[src/rtl/swgc_pkg.sv]
// Package for the switch global forwarding and VLAN control bank.
// Assumes a single 40 MHz core clock and a synchronous active-low reset.
package swgc_pkg;

   // ==========================================================
   // Register offsets and reset values
   localparam logic [7:0] SWGC_OFS_FWD = 8'h04;
   localparam logic [7:0] SWGC_OFS_VLN = 8'h05;
   localparam logic [7:0] SWGC_FWD_RST = 8'hF0;
   localparam logic [7:0] SWGC_FWD_MASK = 8'hFE;
   localparam logic [7:0] SWGC_VLN_RST = 8'h00;
   localparam logic [7:0] SWGC_VLN_MASK = 8'hC0;
   localparam logic [7:0] SWGC_RD_NONE = 8'h00;

   // ==========================================================
   // Field positions
   localparam int unsigned SWGC_B_CROSS = 7;
   localparam int unsigned SWGC_B_STORM = 6;
   localparam int unsigned SWGC_B_BP = 5;
   localparam int unsigned SWGC_B_FAIR = 4;
   localparam int unsigned SWGC_B_NOEXC = 3;
   localparam int unsigned SWGC_B_HUGE = 2;
   localparam int unsigned SWGC_B_LEGAL = 1;
   localparam int unsigned SWGC_B_VLAN = 7;
   localparam int unsigned SWGC_B_IGMP = 6;

   // ==========================================================
   // Frame length limits in bytes and collision limit
   localparam logic [10:0] SWGC_LEN_HUGE = 11'h77C;
   localparam logic [10:0] SWGC_LEN_LEGAL_OFF = 11'h600;
   localparam logic [10:0] SWGC_LEN_TAGGED = 11'h5F2;
   localparam logic [10:0] SWGC_LEN_UNTAGGED = 11'h5EE;
   localparam logic [4:0] SWGC_COL_LIMIT = 5'h10;

   // ==========================================================
   // State of the register bank
   typedef struct packed {
      logic [7:0] fwd;
      logic [7:0] vln;
      logic [7:0] rdata;
      logic strap_pending;
   } swgc_bank_t;

   // State of the frame policy stage
   typedef struct packed {
      logic dec_valid;
      logic size_drop;
      logic vlan_cross_drop;
      logic storm_regulated;
      logic igmp_to_host;
      logic fair_drop;
      logic pause_src;
      logic col_valid;
      logic excess_drop;
      logic excess_retry;
      logic bp_carrier_mode;
      logic vlan_forward_en;
      logic igmp_snoop_en;
   } swgc_pol_t;

endpackage : swgc_pkg

[src/rtl/swgc_cfg_if.sv]
// Interface carrying decoded control settings from bank to policy stage.
// Assumes both ends share the core clock.
`timescale 1ns/10ps
`default_nettype none
interface swgc_cfg_if;
   logic discard_all_cross;
   logic storm_mc_off;
   logic bp_carrier;
   logic fair;
   logic no_exc_drop;
   logic huge;
   logic legal_off;
   logic vlan_en;
   logic igmp_snoop;

   // Bank drives, policy stage reads
   modport ctl (output discard_all_cross, storm_mc_off, bp_carrier, fair,
      no_exc_drop, huge, legal_off, vlan_en, igmp_snoop);
   modport pol (input discard_all_cross, storm_mc_off, bp_carrier, fair,
      no_exc_drop, huge, legal_off, vlan_en, igmp_snoop);
endinterface : swgc_cfg_if
`default_nettype wire

[src/rtl/swgc_global_ctrl.sv]
// Global forwarding policy and VLAN/snoop control registers of a
// small managed switch, with the frame policy stage they steer.
// Assumes a synchronous register port and core clock at 40 MHz.
//
// Summary of operation
// - Bit 7 set blocks all frames crossing a port VLAN; clear lets only known unicast cross.
// - Storm regulation covers broadcast only when bit 6 is set, and DA bit 40 frames too when clear.
// - Bit 5 picks carrier-sense back pressure when one and collision back pressure when zero.
// - With the fairness bit set, frames from the non-flow-controlled contender may be dropped.
// - With the fairness bit clear, the flow-controlled contender is paused instead.
// - Bit 3 clear drops a frame after 16 or more collisions; set keeps retrying.
// - Huge frame bit set accepts frames up to 1916 bytes regardless of bit 1.
// - Otherwise bit 1 set accepts frames up to 1536 bytes.
// - Both clear limits tagged frames to 1522 and untagged to 1518, special tag exempt.
// - Bit 7 of the next register turns 802.1q VLAN forwarding on or off.
// - Bit 6 of the next register sends all IGMP frames to the host side MII port.
`timescale 1ns/10ps
`default_nettype none
module swgc_global_ctrl
   import swgc_pkg::*;
(
   input wire logic clock,                     // Core clock, 40 MHz
   input wire logic rst_n,                     // Sync reset, active low
   input wire logic collision_policy_strap_pin,// Strap for bit 3
   input wire logic [7:0] reg_addr,            // Register address
   input wire logic reg_wr,                    // Write strobe
   input wire logic [7:0] reg_wdata,           // Write data
   input wire logic reg_rd,                    // Read strobe
   output logic [7:0] reg_rdata,               // Read data, next cycle
   input wire logic frm_valid,                 // Frame descriptor strobe
   input wire logic [10:0] frm_len,            // Frame length bytes
   input wire logic frm_tagged,                // Tagged frame
   input wire logic frm_special_tag,           // Processor special tag
   input wire logic frm_da_bcast,              // DA all ones
   input wire logic frm_da_bit40,              // DA bit 40
   input wire logic frm_known_ucast,           // Known unicast
   input wire logic frm_cross_vlan,            // Crosses port VLAN
   input wire logic frm_igmp,                  // IGMP frame
   input wire logic frm_src_fc,                // Source flow controlled
   input wire logic frm_contend,               // Egress contention
   input wire logic col_event,                 // Collision strobe
   input wire logic [4:0] col_count,           // Collision count
   output logic dec_valid,                     // Frame decision strobe
   output logic size_drop,                     // Drop, too long
   output logic vlan_cross_drop,               // Drop, VLAN crossing
   output logic storm_regulated,               // Counts toward storm
   output logic igmp_to_host,                  // Copy to host MII
   output logic fair_drop,                     // Drop non-FC source
   output logic pause_src,                     // Flow control source
   output logic col_valid,                     // Collision decision
   output logic excess_drop,                   // Discard frame
   output logic excess_retry,                  // Keep retrying
   output logic bp_carrier_mode,               // Back pressure style
   output logic vlan_forward_en,               // 802.1q forwarding on
   output logic igmp_snoop_en                  // Snooping on
);

   // ==========================================================
   // Register bank
   swgc_bank_t q;
   swgc_bank_t n;
   swgc_pol_t pol;
   swgc_cfg_if cfg ();

   // Next bank state
   always_comb
   begin
      n = q;
      // Strap capture in the first cycle after reset
      if (q.strap_pending)
      begin
         n.fwd[SWGC_B_NOEXC] = collision_policy_strap_pin;
         n.strap_pending = 1'b0;
      end
      // Software writes win over the strap capture
      if (reg_wr && (reg_addr == SWGC_OFS_FWD))
         n.fwd = reg_wdata & SWGC_FWD_MASK;
      if (reg_wr && (reg_addr == SWGC_OFS_VLN))
         n.vln = reg_wdata & SWGC_VLN_MASK;
      // Read data capture
      if (reg_rd)
      begin
         if (reg_addr == SWGC_OFS_FWD)
            n.rdata = q.fwd & SWGC_FWD_MASK;
         else if (reg_addr == SWGC_OFS_VLN)
            n.rdata = q.vln & SWGC_VLN_MASK;
         else
            n.rdata = SWGC_RD_NONE;
      end
   end

   // Bank register
   always_ff @(posedge clock)
   begin
      if (!rst_n)
      begin
         q.fwd <= SWGC_FWD_RST;
         q.vln <= SWGC_VLN_RST;
         q.rdata <= SWGC_RD_NONE;
         q.strap_pending <= 1'b1;
      end
      else
         q <= n;
   end

   // ==========================================================
   // Settings toward the policy stage
   assign cfg.discard_all_cross = q.fwd[SWGC_B_CROSS];
   assign cfg.storm_mc_off = q.fwd[SWGC_B_STORM];
   assign cfg.bp_carrier = q.fwd[SWGC_B_BP];
   assign cfg.fair = q.fwd[SWGC_B_FAIR];
   assign cfg.no_exc_drop = q.fwd[SWGC_B_NOEXC];
   assign cfg.huge = q.fwd[SWGC_B_HUGE];
   assign cfg.legal_off = q.fwd[SWGC_B_LEGAL];
   assign cfg.vlan_en = q.vln[SWGC_B_VLAN];
   assign cfg.igmp_snoop = q.vln[SWGC_B_IGMP];

   // Policy stage
   swgc_frame_policy u_policy (
      .clock(clock),
      .rst_n(rst_n),
      .cfg(cfg),
      .frm_valid(frm_valid),
      .frm_len(frm_len),
      .frm_tagged(frm_tagged),
      .frm_special_tag(frm_special_tag),
      .frm_da_bcast(frm_da_bcast),
      .frm_da_bit40(frm_da_bit40),
      .frm_known_ucast(frm_known_ucast),
      .frm_cross_vlan(frm_cross_vlan),
      .frm_igmp(frm_igmp),
      .frm_src_fc(frm_src_fc),
      .frm_contend(frm_contend),
      .col_event(col_event),
      .col_count(col_count),
      .pol_q(pol)
   );

   // ==========================================================
   // Outputs, all straight from flip-flops
   assign reg_rdata = q.rdata;
   assign dec_valid = pol.dec_valid;
   assign size_drop = pol.size_drop;
   assign vlan_cross_drop = pol.vlan_cross_drop;
   assign storm_regulated = pol.storm_regulated;
   assign igmp_to_host = pol.igmp_to_host;
   assign fair_drop = pol.fair_drop;
   assign pause_src = pol.pause_src;
   assign col_valid = pol.col_valid;
   assign excess_drop = pol.excess_drop;
   assign excess_retry = pol.excess_retry;
   assign bp_carrier_mode = pol.bp_carrier_mode;
   assign vlan_forward_en = pol.vlan_forward_en;
   assign igmp_snoop_en = pol.igmp_snoop_en;

endmodule : swgc_global_ctrl
`default_nettype wire

[src/rtl/swgc_frame_policy.sv]
// Frame policy stage: turns control settings and frame attributes
// into registered forwarding, filtering and MAC decisions.
// Assumes frame attributes are valid in the cycle frm_valid is high.
`timescale 1ns/10ps
`default_nettype none
module swgc_frame_policy
   import swgc_pkg::*;
(
   input wire logic clock,                // Core clock
   input wire logic rst_n,                // Sync reset, active low
   swgc_cfg_if.pol cfg,                   // Control settings
   input wire logic frm_valid,            // Frame descriptor strobe
   input wire logic [10:0] frm_len,       // Frame length in bytes
   input wire logic frm_tagged,           // Frame carries 802.1q tag
   input wire logic frm_special_tag,      // Processor special tag
   input wire logic frm_da_bcast,         // DA all ones
   input wire logic frm_da_bit40,         // DA bit 40 set
   input wire logic frm_known_ucast,      // Known unicast DA
   input wire logic frm_cross_vlan,       // Crosses port VLAN boundary
   input wire logic frm_igmp,             // Frame is IGMP
   input wire logic frm_src_fc,           // Source port is flow controlled
   input wire logic frm_contend,          // FC and non-FC share egress
   input wire logic col_event,            // Collision count strobe
   input wire logic [4:0] col_count,      // Collisions so far
   output swgc_pol_t pol_q                // Registered decisions
);

   swgc_pol_t q;
   swgc_pol_t n;
   logic [10:0] limit;

   // Next decisions
   always_comb
   begin
      n = '0;
      // Length ceiling selection
      if (cfg.huge)
         limit = SWGC_LEN_HUGE;
      else if (cfg.legal_off || frm_special_tag)
         limit = SWGC_LEN_LEGAL_OFF;
      else if (frm_tagged)
         limit = SWGC_LEN_TAGGED;
      else
         limit = SWGC_LEN_UNTAGGED;
      n.bp_carrier_mode = cfg.bp_carrier;
      n.vlan_forward_en = cfg.vlan_en;
      n.igmp_snoop_en = cfg.igmp_snoop;
      // Per frame decisions
      if (frm_valid)
      begin
         n.dec_valid = 1'b1;
         n.size_drop = (frm_len > limit);
         n.vlan_cross_drop = frm_cross_vlan &&
            (cfg.discard_all_cross || !frm_known_ucast);
         n.storm_regulated = frm_da_bcast ||
            (!cfg.storm_mc_off && frm_da_bit40);
         n.igmp_to_host = frm_igmp && cfg.igmp_snoop;
         n.fair_drop = frm_contend && cfg.fair && !frm_src_fc;
         n.pause_src = frm_contend && !cfg.fair && frm_src_fc;
      end
      // Excessive collision handling
      if (col_event)
      begin
         n.col_valid = 1'b1;
         n.excess_drop = (col_count >= SWGC_COL_LIMIT) &&
            !cfg.no_exc_drop;
         n.excess_retry = !n.excess_drop;
      end
   end

   // State register
   always_ff @(posedge clock)
   begin
      if (!rst_n)
         q <= '0;
      else
         q <= n;
   end

   assign pol_q = q;

endmodule : swgc_frame_policy
`default_nettype wire

[config.mk]
export PLATFORM = sky130hd
export DESIGN_NAME = swgc_global_ctrl
export DESIGN_NICKNAME = d
export VERILOG_FILES = /design/src/rtl/swgc_pkg.sv /design/src/rtl/swgc_cfg_if.sv /design/src/rtl/swgc_global_ctrl.sv /design/src/rtl/swgc_frame_policy.sv
export SDC_FILE = /design/constraint.sdc
export NUM_CORES = 1
export LEC_CHECK = 0
export BUFFER_PORTS_ARGS = -buffer_cell sky130_fd_sc_hd__buf_2
export CAP_MARGIN = 0
export CORE_MARGIN = 5
export CORE_UTILIZATION = 48
export DETAILED_ROUTE_END_ITERATION = 16
export GPL_TIMING_DRIVEN = 0
export MAX_ROUTING_LAYER = met4
export PLACE_DENSITY = 0.83
export SYNTH_ARGS = -nofsm -noshare
export SYNTH_HDL_FRONTEND = slang
export SYNTH_SLANG_ARGS = --single-unit
[constraint.sdc]
create_clock -name clock -period 4.93 [get_ports clock]
set_input_delay 0.2465 -clock clock [delete_from_list [all_inputs] [get_ports clock]]
set_output_delay 0.2465 -clock clock [all_outputs]
set_load 0.01 [all_outputs]
==> results.sh <==
export IMPL_cts_sinks=30
export IMPL_dieArea_sq_um=4060
export IMPL_area_growth_pct=29.4
export IMPL_netlist_cell_type_count=33
export IMPL_maxCapViolCount=0
export IMPL_crit_chain="or3_1 > inv_1 > ha_1 > nand3_1 > nor4_1 > a211o_1 > a21oi_1"
export IMPL_rsz0062_at_grt="false"
export IMPL_placed_area_sq_um=1730
export IMPL_crit_path_start_kind="flip-flop"
export IMPL_synth_cells=152
export IMPL_dpl_hpwl_um=2420
export IMPL_grt_overflow_total=0
export IMPL_cp_required_ns=5.20
export IMPL_reg2reg_from="cfg.legal_off"
export IMPL_status="finished, final reports clean"
export IMPL_min_from="frm_src_fc"
export IMPL_r2r_setup_slack_ns=3.24
export IMPL_drt_wirelength_per_cell_um=11.9
export IMPL_cts_repair_resized=0
export IMPL_avgSynthCellArea_sq_um=9.12
export IMPL_r2r_end="u_policy.pol_q[11]"
export IMPL_antenna_found_initial=0
export IMPL_final_cells=252
export IMPL_post_cts_buffers=0
export IMPL_postSynth_asyncResetShare_pct=0
export IMPL_ys_warn_count=0
export IMPL_layout_setup_ws_ns=3.24
export IMPL_finalPower_mw=0.459
export IMPL_viasPerCell=4.94
export IMPL_place_congestion=0.796
export IMPL_ioPinCount=69
export IMPL_grt_max_degree=11
export IMPL_finalCriticalPeriod_ns=1.69
export IMPL_core_area_sq_um=2760
export IMPL_final_layout_size_suffix_gt1_share_pct=39.8
export IMPL_die_width_um=63.7
export IMPL_setup_tns_final_ns=0
export IMPL_drt_total_wl_um=3000
export IMPL_die_h_um=63.7
export IMPL_insertion_delay_ns=0.34
export IMPL_crit_type="flip-flop to flip-flop"
export IMPL_place_port_buffers=61
export IMPL_synth_edf_count=0
export IMPL_slew_violations=0
export IMPL_syn_num_nets=209
export IMPL_drtAntennaViolNets=0
export IMPL_synth_main_ff_cell="dfxtp_1"
export IMPL_diodes=0
export IMPL_fin_crit_sh_pct=34.3
export IMPL_grt_pass1_wl_um=4890
export IMPL_ir_drop_uv=261
export IMPL_core_rowCount=19
export IMPL_numCtsBuffers=5
export IMPL_stdcell_area_sq_um=1790
export IMPL_fin_skew_ns=0.00674
export IMPL_root_buffer="clkbuf_4"
export IMPL_finalHoldViolCount=0
export IMPL_via_count=1244
export IMPL_drt_iter0_markers=52
export IMPL_p_per_area_nw_per_um2=256
export IMPL_cts_tree="yes"
export IMPL_whs_endpoint="u_policy.pol_q[7]"
export IMPL_start_util_pct=50.3
export IMPL_cp_slowest_cell="or3_1"
export IMPL_ys_ff_latch=30
export IMPL_drc=0
export IMPL_grt_usage_pct=16.0
export IMPL_synth_area_sq_um=1390
export IMPL_hold_class="input pin to flip-flop"
export IMPL_placed_cells=244
export IMPL_cts_buffer_depth=2
export IMPL_hold_depth=2
export IMPL_critPathMaxStageDelay_ns=0.42
export IMPL_path_clk_slew_ns=0.09
export IMPL_cts_hold_buf=0
export IMPL_crit_path_max_fanout=5
export IMPL_leakagePower_nw=0.903
export IMPL_reg2reg_depth=7
export IMPL_cp_end_kind="flip-flop"
export IMPL_grt_pass1_vias=1137
export IMPL_pre_cts_ws_ns=3.08
export IMPL_ys_seq_area_share_pct=43.3
export IMPL_dr_pass1_iters=4
export IMPL_fillers=241
export IMPL_max_freq_ghz=0.592
export IMPL_worstPathArrival_ns=1.96
export IMPL_htreeDepth=2
export IMPL_setup_viol_count_final=0
export IMPL_fin_nets=277
-- per-stage QoR --
step                hold slack (ns)  util (%)
floorplan                     0.323         -
global placement              0.425      62.7
detailed placement            0.430      62.7
CTS                          0.0615      65.1
global route                 0.0698      65.1
finish                       0.0756      65.1
-- flip-flops by register name, summed over array words and instances, names as in the netlist --
name	count
cfg.igmp_snoop	1
cfg.huge	1
cfg.no_exc_drop	1
q	1
u_policy.pol_q	13
cfg.fair	1
cfg.vlan_en	1
cfg.discard_all_cross	1
cfg.bp_carrier	1
reg_rdata	7
cfg.legal_off	1
cfg.storm_mc_off	1
-- worst max-delay path: cells and delay by family (launching register included) --
family                     cells  cell delay [ns]
AOI/OAI and AO/OA              2             0.36
adders and majority gates      1             0.24
buffers and inverters          1             0.10
DFF                            1             0.35
and+or+nand+nor                3             0.59
-- power breakdown --
part	leakage [nW]	switching [mW]	internal, mW
logic	0.625	0.0268	0.0306
registers	0.244	0.00125	0.246
clock network	0.0343	0.0860	0.0684
total	0.903	0.114	0.345
-- routing by layer --
layer,global-route usage (%),vias to the layer above,share of wire (%)
li1,-,649,-
met1,18.3,538,41
met2,24.4,49,47
met3,5.25,8,9.3
met4,9.35,0,2.6
met5,-,-,0
-- cell usage after synthesis (2+ instances only) --
cell | number | area share, %
mux2_2 | 2 | 1.6
nand2b_1 | 8 | 3.6
nand3_1 | 18 | 6.5
and2_1 | 4 | 1.8
a21oi_1 | 16 | 5.8
nor3b_1 | 2 | 1.1
inv_1 | 7 | 1.9
ha_1 | 9 | 8.1
buf_4 | 8 | 4.3
nor3_1 | 3 | 1.1
clkbuf_1 | 3 | 0.81
dfxtp_1 | 30 | 43
mux2i_1 | 2 | 1.4
nand2_1 | 13 | 3.5
nor2_1 | 6 | 1.6
and3_1 | 3 | 1.4
or4_4 | 2 | 1.6
-- cells in the final DEF, fill, tap and decap left out, types with 4 or more instances in the layout --
cell / synthesis / layout
buf_2: 1 / 62
dfxtp_1: 30 / 30
nand3_1: 18 / 18
a21oi_1: 16 / 16
nand2_1: 13 / 13
ha_1: 9 / 9
nand2b_1: 8 / 8
buf_4: 8 / 8
inv_1: 7 / 7
nor2_1: 6 / 6
clkbuf_4: 0 / 5
and2_1: 4 / 4
-- cell families after synthesis --
kind of cell	after synthesis	synth area share, %
compound gates	22	9.93
fa+ha+maj	9	8.12
buf+inv	22	10.6
flops	30	43.3
mux	4	3.07
other cells	1	0.270
simple gates	64	24.6
-- how the worst max path moves through the flow --
stage                  startpoint            endpoint  slack (ns)  cells past startpoint
floorplan             reg_addr[5]     cfg.no_exc_drop        3.22                      4
global placement      reg_addr[5]     cfg.no_exc_drop        3.08                      5
detailed placement    reg_addr[5]     cfg.no_exc_drop        3.08                      5
CTS                 cfg.legal_off  u_policy.pol_q[11]        3.23                      7
global route        cfg.legal_off  u_policy.pol_q[11]        3.16                      7
finish              cfg.legal_off  u_policy.pol_q[11]        3.24                      7
-- area by class of cell --
| class | count | area (sq um) | area share, % |
|---|---|---|---|
| clock buffer | 6 | 51.3 | 2.86 |
| tap | 31 | 38.8 | 2.16 |
| timing repair buffer | 61 | 305 | 17.0 |
| multi-input combinational | 100 | 638 | 35.6 |
| buffer | 15 | 121 | 6.76 |
| sequential | 30 | 601 | 33.5 |
| inverter | 7 | 26.3 | 1.46 |
| clock inverter | 2 | 12.5 | 0.697 |
Note: power is estimated with default switching activity, not from simulation.
